File: src/cevn_params.svh
// Constants for the camera event notifier: offsets, identifiers, reset values, sizes
`ifndef CEVN_PARAMS_SVH
`define CEVN_PARAMS_SVH

// ****************************************
// Register byte offsets
// ****************************************
`define CEVN_OFS_SELECT   12'h000
`define CEVN_OFS_ENABLE   12'h004
`define CEVN_OFS_STATUS   12'h008
`define CEVN_OFS_MASK     12'h00c
`define CEVN_OFS_TS_LO    12'h010
`define CEVN_OFS_TS_HI    12'h014
`define CEVN_OFS_TS_BASE  12'h040
`define CEVN_OFS_TS_LAST  12'h084

// ****************************************
// Event identifiers
// ****************************************
`define CEVN_ID_TRIG_ACC  16'h8020
`define CEVN_ID_TRIG_REJ  16'h8021
`define CEVN_ID_TRIG_WAIT 16'h8022
`define CEVN_ID_XFER_BEG  16'h8030
`define CEVN_ID_XFER_END  16'h8031
`define CEVN_ID_EXP_BEG   16'h8040
`define CEVN_ID_EXP_END   16'h8041
`define CEVN_ID_TMR_BEG   16'h9000
`define CEVN_ID_TMR_END   16'h9100

// ****************************************
// Reset values and sizes
// ****************************************
`define CEVN_NUM_EVENTS   9
`define CEVN_SEL_RESET    4'h0
`define CEVN_EN_RESET     9'h000
`define CEVN_MASK_RESET   9'h000
`define CEVN_TS_RESET     64'h0

`endif

File: src/cevn_pkg.sv
// Types shared by the camera event notifier
package cevn_pkg;

    typedef enum logic [2:0] {
        CEVN_ST_IDLE = 3'b001,
        CEVN_ST_HEAD = 3'b010,
        CEVN_ST_DATA = 3'b100
    } cevn_state_e;

    // One outgoing event packet word pair: identifier plus timestamp
    typedef struct packed {
        logic [15:0] event_id;
        logic [63:0] timestamp;
    } cevn_packet_s;

endpackage : cevn_pkg
File: src/cevn_notifier.sv
// Camera event notifier: event detection, timestamps, packets, APB regs
`timescale 1ns/1ns
`default_nettype none
`include "cevn_params.svh"

module cevn_notifier #(
    parameter int NUM_EVENTS = `CEVN_NUM_EVENTS,
    parameter int TS_WIDTH   = 64
) (
    input  wire logic                      i_core_clk,
    input  wire logic                      i_sys_rst,
    input  wire logic                      i_clk_en,
    // Event strobes, one cycle each, bit order as the identifier table
    input  wire logic [NUM_EVENTS-1:0]     i_event_pulse,
    // APB slave
    input  wire logic                      i_psel,
    input  wire logic                      i_penable,
    input  wire logic                      i_pwrite,
    input  wire logic [11:0]               i_paddr,
    input  wire logic [31:0]               i_pwdata,
    output var  logic [31:0]               o_prdata,
    output var  logic                      o_pready,
    output var  logic                      o_pslverr,
    // Packet toward the link framer
    output var  logic                      o_pkt_valid,
    input  wire logic                      i_pkt_ready,
    output var  cevn_pkg::cevn_packet_s    o_pkt,
    output var  logic                      o_irq
);

    initial begin
        if (NUM_EVENTS != `CEVN_NUM_EVENTS || TS_WIDTH != 64) begin
            $error("cevn_notifier: unsupported parameters");
        end
    end

    // ****************************************
    // Helpers
    // ****************************************
    function automatic logic [15:0] event_id(input logic [3:0] idx);
        case (idx)
            4'h0:    event_id = `CEVN_ID_TRIG_ACC;
            4'h1:    event_id = `CEVN_ID_TRIG_REJ;
            4'h2:    event_id = `CEVN_ID_TRIG_WAIT;
            4'h3:    event_id = `CEVN_ID_XFER_BEG;
            4'h4:    event_id = `CEVN_ID_XFER_END;
            4'h5:    event_id = `CEVN_ID_EXP_BEG;
            4'h6:    event_id = `CEVN_ID_EXP_END;
            4'h7:    event_id = `CEVN_ID_TMR_BEG;
            4'h8:    event_id = `CEVN_ID_TMR_END;
            default: event_id = 16'h0000;
        endcase
    endfunction : event_id

    function automatic logic [3:0] lowest_set(input logic [8:0] v);
        lowest_set = 4'h0;
        for (int i = 8; i >= 0; i--) begin
            if (v[i]) begin
                lowest_set = 4'(i);
            end
        end
    endfunction : lowest_set

    // ****************************************
    // State
    // ****************************************
    logic [TS_WIDTH-1:0]   ts_cnt_q;
    logic [TS_WIDTH-1:0]   ts_q [NUM_EVENTS];
    logic [3:0]            sel_q;
    logic [NUM_EVENTS-1:0] en_q;
    logic [NUM_EVENTS-1:0] pend_q;
    logic [NUM_EVENTS-1:0] status_q;
    logic [NUM_EVENTS-1:0] mask_q;
    logic [31:0]           ts_hi_latch_q;
    cevn_pkg::cevn_state_e state_q;
    logic [3:0]            sent_q;

    logic                  access;
    logic                  wr;
    logic                  rd;
    logic [3:0]            ts_idx;
    logic                  ts_hit;
    logic [NUM_EVENTS-1:0] pend_clr;
    logic [3:0]            pick;

    assign access = i_clk_en && i_psel && i_penable && o_pready;
    assign wr     = access && i_pwrite;
    assign rd     = access && !i_pwrite;
    assign ts_hit = i_paddr >= `CEVN_OFS_TS_BASE
                 && i_paddr <= `CEVN_OFS_TS_LAST
                 && i_paddr[1:0] == 2'b00;
    assign ts_idx = 4'((i_paddr - `CEVN_OFS_TS_BASE) >> 3);
    assign pick   = lowest_set(pend_q);

    // ****************************************
    // Timestamp counter and capture
    // ****************************************
    always_ff @(posedge i_core_clk) begin
        if (i_sys_rst) begin
            ts_cnt_q <= `CEVN_TS_RESET;
        end else if (i_clk_en) begin
            ts_cnt_q <= ts_cnt_q + 1'b1;
        end
    end

    // Captured regardless of enable, so software can poll timestamps
    always_ff @(posedge i_core_clk) begin
        if (i_sys_rst) begin
            for (int i = 0; i < NUM_EVENTS; i++) begin
                ts_q[i] <= `CEVN_TS_RESET;
            end
        end else if (i_clk_en) begin
            for (int i = 0; i < NUM_EVENTS; i++) begin
                if (i_event_pulse[i]) begin
                    ts_q[i] <= ts_cnt_q;
                end
            end
        end
    end

    // ****************************************
    // Selection and per-type enables
    // ****************************************
    always_ff @(posedge i_core_clk) begin
        if (i_sys_rst) begin
            sel_q <= `CEVN_SEL_RESET;
        end else if (wr && i_paddr == `CEVN_OFS_SELECT
                     && i_pwdata[3:0] < 4'(NUM_EVENTS)) begin
            sel_q <= i_pwdata[3:0];
        end
    end

    always_ff @(posedge i_core_clk) begin
        if (i_sys_rst) begin
            en_q <= `CEVN_EN_RESET;
        end else if (wr && i_paddr == `CEVN_OFS_ENABLE) begin
            en_q[sel_q] <= i_pwdata[0];
        end
    end

    // ****************************************
    // Pending packets
    // ****************************************
    // One pending flag per type; a repeat before send merges, the
    // timestamp still shows the latest occurrence
    always_comb begin
        pend_clr = '0;
        if (state_q == cevn_pkg::CEVN_ST_DATA && i_pkt_ready) begin
            pend_clr[sent_q] = 1'b1;
        end
    end

    always_ff @(posedge i_core_clk) begin
        if (i_sys_rst) begin
            pend_q <= '0;
        end else if (i_clk_en) begin
            // Set wins over clear
            pend_q <= (pend_q & ~pend_clr) | (i_event_pulse & en_q);
        end
    end

    // ****************************************
    // Packet sender
    // ****************************************
    always_ff @(posedge i_core_clk) begin
        if (i_sys_rst) begin
            state_q     <= cevn_pkg::CEVN_ST_IDLE;
            o_pkt_valid <= 1'b0;
            o_pkt       <= '0;
            sent_q      <= '0;
        end else if (i_clk_en) begin
            case (state_q)
                cevn_pkg::CEVN_ST_IDLE: begin
                    if (|pend_q) begin
                        state_q <= cevn_pkg::CEVN_ST_HEAD;
                    end
                end
                cevn_pkg::CEVN_ST_HEAD: begin
                    o_pkt.event_id  <= event_id(pick);
                    o_pkt.timestamp <= ts_q[pick];
                    // Held, so a lower pulse meanwhile keeps its own flag
                    sent_q          <= pick;
                    o_pkt_valid     <= 1'b1;
                    state_q         <= cevn_pkg::CEVN_ST_DATA;
                end
                cevn_pkg::CEVN_ST_DATA: begin
                    if (i_pkt_ready) begin
                        o_pkt_valid <= 1'b0;
                        state_q     <= cevn_pkg::CEVN_ST_IDLE;
                    end
                end
                default: begin
                    o_pkt_valid <= 1'b0;
                    state_q     <= cevn_pkg::CEVN_ST_IDLE;
                end
            endcase
        end
    end

    // ****************************************
    // Interrupt status and mask
    // ****************************************
    always_ff @(posedge i_core_clk) begin
        if (i_sys_rst) begin
            status_q <= '0;
        end else if (i_clk_en) begin
            if (rd && i_paddr == `CEVN_OFS_STATUS) begin
                status_q <= i_event_pulse;
            end else begin
                status_q <= status_q | i_event_pulse;
            end
        end
    end

    always_ff @(posedge i_core_clk) begin
        if (i_sys_rst) begin
            mask_q <= `CEVN_MASK_RESET;
        end else if (wr && i_paddr == `CEVN_OFS_MASK) begin
            mask_q <= i_pwdata[NUM_EVENTS-1:0];
        end
    end

    always_ff @(posedge i_core_clk) begin
        if (i_sys_rst) begin
            o_irq <= 1'b0;
        end else if (i_clk_en) begin
            o_irq <= |(status_q & mask_q);
        end
    end

    // ****************************************
    // APB read path
    // ****************************************
    // Low read of the live counter latches the high half for coherence
    always_ff @(posedge i_core_clk) begin
        if (i_sys_rst) begin
            ts_hi_latch_q <= '0;
        end else if (rd && i_paddr == `CEVN_OFS_TS_LO) begin
            ts_hi_latch_q <= ts_cnt_q[63:32];
        end
    end

    always_ff @(posedge i_core_clk) begin
        if (i_sys_rst) begin
            o_pready  <= 1'b0;
            o_prdata  <= '0;
            o_pslverr <= 1'b0;
        end else if (i_clk_en) begin
            o_pready  <= i_psel && !i_penable;
            o_prdata  <= '0;
            o_pslverr <= 1'b0;
            if (i_psel && !i_penable && !i_pwrite) begin
                if (ts_hit) begin
                    o_prdata <= i_paddr[2] ? ts_q[ts_idx][63:32]
                                           : ts_q[ts_idx][31:0];
                end else begin
                    case (i_paddr)
                        `CEVN_OFS_SELECT: o_prdata <= {28'h0, sel_q};
                        `CEVN_OFS_ENABLE: o_prdata <= 32'(en_q[sel_q]);
                        `CEVN_OFS_STATUS: o_prdata <= {23'h0, status_q};
                        `CEVN_OFS_MASK:   o_prdata <= {23'h0, mask_q};
                        `CEVN_OFS_TS_LO:  o_prdata <= ts_cnt_q[31:0];
                        `CEVN_OFS_TS_HI:  o_prdata <= ts_hi_latch_q;
                        default:          o_pslverr <= 1'b1;
                    endcase
                end
            end else if (i_psel && !i_penable) begin
                o_pslverr <= !(i_paddr == `CEVN_OFS_SELECT
                            || i_paddr == `CEVN_OFS_ENABLE
                            || i_paddr == `CEVN_OFS_MASK);
            end
        end
    end

endmodule : cevn_notifier

`default_nettype wire

File: config.mk
export PLATFORM = sky130hd
export DESIGN_NAME = cevn_notifier
export DESIGN_NICKNAME = d
export VERILOG_FILES = /design/src/cevn_pkg.sv /design/src/cevn_notifier.sv
export VERILOG_INCLUDE_DIRS = /design/src
export SDC_FILE = /design/constraint.sdc
export NUM_CORES = 1
export LEC_CHECK = 0
export BUFFER_PORTS_ARGS = -buffer_cell sky130_fd_sc_hd__buf_2
export CAP_MARGIN = 10
export CORE_MARGIN = 2
export CORE_UTILIZATION = 55
export DETAILED_ROUTE_END_ITERATION = 10
export PLACE_DENSITY = 0.73
export SKIP_CTS_REPAIR_TIMING = 1
export SLEW_MARGIN = 0
export SYNTH_ARGS = -nofsm -noshare
export SYNTH_HDL_FRONTEND = slang
export SYNTH_SLANG_ARGS = --single-unit
File: constraint.sdc
create_clock -name i_core_clk -period 8.2 [get_ports i_core_clk]
set_input_delay 1.64 -clock i_core_clk [delete_from_list [all_inputs] [get_ports i_core_clk]]
set_output_delay 1.64 -clock i_core_clk [all_outputs]
set_load 0.1 [all_outputs]
# Word-level counts from Yosys, hierarchy flattened
# Memories as Yosys holds them, arrays and structs flattened. A register that Yosys moved wholly into a read port is not among the register bits.
# Cells that the tools add are included.
[totals]
ff_bits = 195
ram_bits = 576
mem_bits_ro = 128
in_bits = 60
out_inout_bits = 116
wordCells = 161
memories = 2
[memory_table]
columns = ["name", "words", "word_bits", "read_ports", "rd_clocked_by_memory_dff", "wr", "line_no", "source"]
rows = [
  ["ts_q", 9, 64, 2, 1, 9, "cevn_notifier.sv:68", "logic [TS_WIDTH-1:0] ts_q [NUM_EVENTS];"],
  ["(no name shown)", 16, 8, 1, 1, 0, "cevn_notifier.sv:41", "case (idx)"],
]
[op_classes]
addsub = 2
magnitude_cmp = 7
eq_ne = 10
muxes = 78
n_bitwise = 16
n_reduce_logical = 31
[ops]
columns = ["cell", "n"]
rows = [
  ["2-to-1 mux 64 bit", 9],
  ["case mux 32 bit (6 select lines)", 1],
  ["2-to-1 mux 32 bit", 3],
  ["adder 64 x 1 -> 64 bit (second input constant)", 1],
  ["2-to-1 mux 1 bit", 46],
  ["2-to-1 mux 4 bit", 9],
  ["bitwise AND 9 bit", 3],
  ["== test 12 x 4 -> 1 bit (second input constant)", 2],
  ["== test 12 x 5 -> 1 bit (second input constant)", 2],
  ["logical AND 1 bit", 18],
  ["2-to-1 mux 9 bit", 2],
  ["OR 9 bit", 2],
  ["OR reduction 9 bit", 2],
  ["== test 12 x 3 -> 1 bit (second input constant)", 1],
  ["greater-or-equal comparator 12 x 7 -> 1 bit (second input constant)", 1],
  ["<= comparator 12 x 8 -> 1 bit (second input constant)", 1],
  ["logical NOT 12 bit", 1],
  ["< comparator 4 x 5 -> 1 bit (second input constant)", 2],
  ["bitwise mux 9 bit", 1],
  ["NOT 9 bit", 1],
  ["OR 1 bit", 9],
  ["case mux 3 bit (3 select lines)", 1],
  ["demux 1 bit (select 4 bit)", 2],
  ["greater-or-equal comparator 4 x 1 -> 1 bit (second input constant)", 2],
  ["16 further kinds", 22],
]

# Depth between registers and ports, before layout
[logic_depth]
ltp_word = 9
depth_mapped = 11
depth_no_buf = 9

# Worst setup path after synthesis
# No wires, ideal clock.
[synth_path]
path_kind = "input -> register"
startpoint = "input port i_sys_rst"
endpoint = "memory ts_q[0][0], enable pin"
setup_ps = 421
arrival_time_ps = 3799
required_ps = 7779
path_slack_ps = 3981
path_stages = 4
path_buffers = 3
path_cell_list = "clkbuf_1 -> clkbuf_1 -> clkbuf_1 -> a21o_1"
[synth_rtl]
columns = ["item", "line_no", "source"]
rows = [
  ["start, declared", "cevn_notifier.sv:11", "input wire logic i_sys_rst,"],
  ["end, declared", "cevn_notifier.sv:68", ""],
]

# Worst setup path after layout
[layout_path]
startpoint = "input port i_clk_en"
endpoint = "register, netlist name o_pkt[3]"
[layout_via]
elab_chain_cells = 1
[layout_lines]
columns = ["item", "line_no", "source"]
rows = [
  ["start, declared", "cevn_notifier.sv:12", "input wire logic i_clk_en,"],
  ["AND reduction 2 bit (no line)", "-", ""],
]
# Every way passes these cells.
# A chain may end at the register's enable or synchronous reset.

==> metrics.yaml <==
ys_dominant_reg_cell: "sky130_fd_sc_hd__edfxtp_1"
synth_edf_count: 576
vdd.ir_drop.worst_mv: 0.172
final_util_pct: 61.2
worstPathRequired_ns: 8.77
timing.fmax_ghz: 0.196
drv.max_cap_violation_count: 0
critPathMaxFanout: 46
grt_start_max_net_pins: 111
cts_tree: "done"
startpoint_type_of_the_worst_setup_path: "input port"
post-synth-top-area-fraction_pct: 46.7
dp_hpwl_um: 68400
cts.root.buffer_cell: "sky130_fd_sc_hd__clkbuf_16"
wire_per_inst_um: 29.7
total_number_of_clock_tree_sinks: 827
grt_pass1_wl_um: 175000
final_cell_count_no_fill: 4036
number_of_antenna_violations_at_the_first_check_in_global_routing: 0
die_outline_area_mm2: 0.0695
post-route-drc-count: 0
die_h_um: 264
synth.top_cells.by_count: "sky130_fd_sc_hd__edfxtp_1, sky130_fd_sc_hd__nand2_1, sky130_fd_sc_hd__dfxtp_1, sky130_fd_sc_hd__nor2_1, sky130_fd_sc_hd__clkbuf_1"
area_growth_from_synthesis_to_layout_pct: 10.5
drt-initial-drc-count: 3864
total_power_mw: 9.11
cellLeakagePower_nw: 14.9
cellPowerDensity_mw_per_mm2: 222
totalWireLength_um: 120000
vias_per_cell: 6.98
placedCellCount: 3880
setup-violations-final: 0
critical_path_arrival_ns: 5.68
synth_area_leader_cell: "sky130_fd_sc_hd__edfxtp_1"
port-buffer-count: 144
clkLatencyLatePin_ns: 0.63
synth-seq-area-share_pct: 60.2
firstDrtPassIters: 8
globalRouteOverflowTotal: 0
dieWidth_um: 264
postSynth.asyncResetShare_pct: 0
gr-usage-all-layers_pct: 33.9
cts_inserted_buffers: 85
rsz_0062_raised_after_global_routing: "false"
clk_pin_slew_worst_paths_ns: 0.06
num_vias: 28186
num_io_pins: 176
synth_cell_types: 72
htree_levels: 3
setup-tns-final_ns: 0
postSynthRegisterBits: 827
cts-root-to-sink-buffers: 3
routabilityCongestion: 0.929
filler_cell_count: 5110
worst_hold_path_type: "flip-flop to flip-flop"
final_max_slew_viol_count: 0
status: "finished, final reports clean"
syn_area_mm2: 0.0371
tightest_slew_ns: 1.21
synthTopCellsByArea: "sky130_fd_sc_hd__edfxtp_1, sky130_fd_sc_hd__dfxtp_1, sky130_fd_sc_hd__mux4_2"
final.setup_skew_ns: 0.0130
syn-mean-instance-area_um2: 12.1
cell_count_after_synthesis: 3056
rows: 95
yosys_warnings: 0
maxSlewHeadroom_pct: 19.3
endpoints_failing_hold: 0
layout-drive-gt1-share_pct: 14.3
initial_utilization_pct: 55.4
worstSetupPathType: "input port to flip-flop"
core_area_mm2: 0.0669
net_count_final: 3159
post-route-period-util_pct: 62.3
worstSetupEndpointType: "flip-flop"
first_global_vias: 27673
synthMostInstantiatedCell: "sky130_fd_sc_hd__edfxtp_1"
fin_crit_ns: 5.11
drtAntennaViolNets: 0
## placed cells by master, fill, tap and decap left out, types with 10 or more instances in the layout
cell,n
sky130_fd_sc_hd__xor2_1,29
sky130_fd_sc_hd__a2bb2oi_1,22
sky130_fd_sc_hd__o21ai_0,37
sky130_fd_sc_hd__or4_1,17
sky130_fd_sc_hd__xnor2_1,23
sky130_fd_sc_hd__nor2b_1,30
sky130_fd_sc_hd__o221ai_1,17
sky130_fd_sc_hd__o31ai_1,24
sky130_fd_sc_hd__clkbuf_16,89
sky130_fd_sc_hd__clkbuf_1,32
sky130_fd_sc_hd__nor2_1,157
sky130_fd_sc_hd__and3_1,76
sky130_fd_sc_hd__a21oi_1,107
sky130_fd_sc_hd__inv_1,16
sky130_fd_sc_hd__o32a_1,24
sky130_fd_sc_hd__o32ai_1,29
sky130_fd_sc_hd__nand3_1,117
sky130_fd_sc_hd__a22oi_1,91
sky130_fd_sc_hd__nor3_1,25
sky130_fd_sc_hd__a311o_1,25
sky130_fd_sc_hd__a22o_1,11
sky130_fd_sc_hd__clkinv_2,16
sky130_fd_sc_hd__and2_1,64
sky130_fd_sc_hd__buf_4,43
sky130_fd_sc_hd__a31oi_1,29
sky130_fd_sc_hd__nand4_1,23
sky130_fd_sc_hd__mux4_2,106
sky130_fd_sc_hd__nand2_1,463
sky130_fd_sc_hd__mux2i_1,116
sky130_fd_sc_hd__a211oi_1,27
sky130_fd_sc_hd__edfxtp_1,576
sky130_fd_sc_hd__clkbuf_8,10
sky130_fd_sc_hd__o22a_1,24
sky130_fd_sc_hd__or3_1,14
sky130_fd_sc_hd__o22ai_1,112
sky130_fd_sc_hd__nand2b_1,19
sky130_fd_sc_hd__buf_2,138
sky130_fd_sc_hd__dfxtp_1,251
sky130_fd_sc_hd__o21ai_1,11
## where the power goes
group	total, mW	leakage (nW)	switching, mW	internal [mW]
sequential	4.77	7.93	0.112	4.66
combinational	0.586	5.67	0.391	0.194
clock	3.76	1.30	1.60	2.16
total	9.11	14.9	2.10	7.01
## registers in the layout, summed over array words and instances (netlist names)
register and count:
status_q 9, ts_hi_latch_q 32, sent_q 4, sel_q 4, o_pkt_valid 1, en_q 9
o_prdata 32, ts_cnt_q 64, o_pslverr 1, mask_q 9, ts_q 576, o_pready 1
pend_q 9, o_pkt 72, o_irq 1, state_q 3
## per-stage QoR
stage          area (um2)  setup WS [ns]  hold slack [ns]
3_5_place_dp        38300           2.56            0.447
2_1_floorplan       37100           3.98            0.436
5_1_grt             41000           3.12            0.472
6_report            41000           3.09            0.455
3_3_place_gp        38300           2.60            0.435
4_1_cts             41000           3.20            0.455
## per-layer routing
metal | part of all wire (%) | vias to the layer above | wire [um] | track usage [%]
met2 | 47 | 2101 | 56000 | 54.3
met5 | 0 | - | 0 | 0
li1 | - | 11732 | - | -
met1 | 36 | 13928 | 42700 | 43.3
met3 | 11 | 425 | 13700 | 6.67
met4 | 6.2 | 0 | 7450 | 19.2
## final timing paths
| kind | start | to | slack (ns) | depth (start not counted) |
|---|---|---|---|---|
| hold / removal | ts_hi_latch_q[12]$_SDFFE_PP0P_ | ts_hi_latch_q[12]$_SDFFE_PP0P_ | 0.46 | 2 |
| setup / recovery | i_clk_en | o_pkt[3]$_SDFFE_PP0P_ | 3.09 | 8 |
| hold reg to reg | ts_hi_latch_q[12]$_SDFFE_PP0P_ | ts_hi_latch_q[12]$_SDFFE_PP0P_ | 0.46 | 2 |
| setup reg to reg | pend_q[2]$_SDFFE_PP0P_ | o_pkt[5]$_SDFFE_PP0P_ | 4.39 | 9 |
## critical path: stages
cell,delay (ns)
sky130_fd_sc_hd__buf_2,0.50
sky130_fd_sc_hd__inv_2,0.51
sky130_fd_sc_hd__or3_4,0.77
sky130_fd_sc_hd__nor3_4,0.49
sky130_fd_sc_hd__buf_4,0.46
sky130_fd_sc_hd__nand2_4,0.63
sky130_fd_sc_hd__a311o_1,0.53
sky130_fd_sc_hd__nand2_1,0.08
## area by class of cell
| type | instances | area (um2) | share of cell area, % |
|---|---|---|---|
| well taps | 873 | 1090 | 2.67 |
| flip-flops and latches | 827 | 22300 | 54.5 |
| clock inverters | 26 | 206 | 0.504 |
| repair buffers | 184 | 1050 | 2.57 |
| multi-input cells | 1978 | 13800 | 33.6 |
| clock buffers | 129 | 2460 | 6.00 |
| diodes | 1 | 2.50 | 0.00611 |
| inverters | 18 | 68.8 | 0.168 |
## cells by family (layout without fill, tap and decap cells)
kind of cell,after synthesis,after routing,synth area share (%)
simple gates,1057,1057,13.5
flops,827,827,60.2
compound gates,631,631,12.1
buf+inv,258,357,3.16
mux,225,225,9.66
xor+xnor,52,52,1.23
fa+ha+maj,5,5,0.169
other cells,1,9,0.0101
No activity file was read; power rests on OpenSTA's default activity.
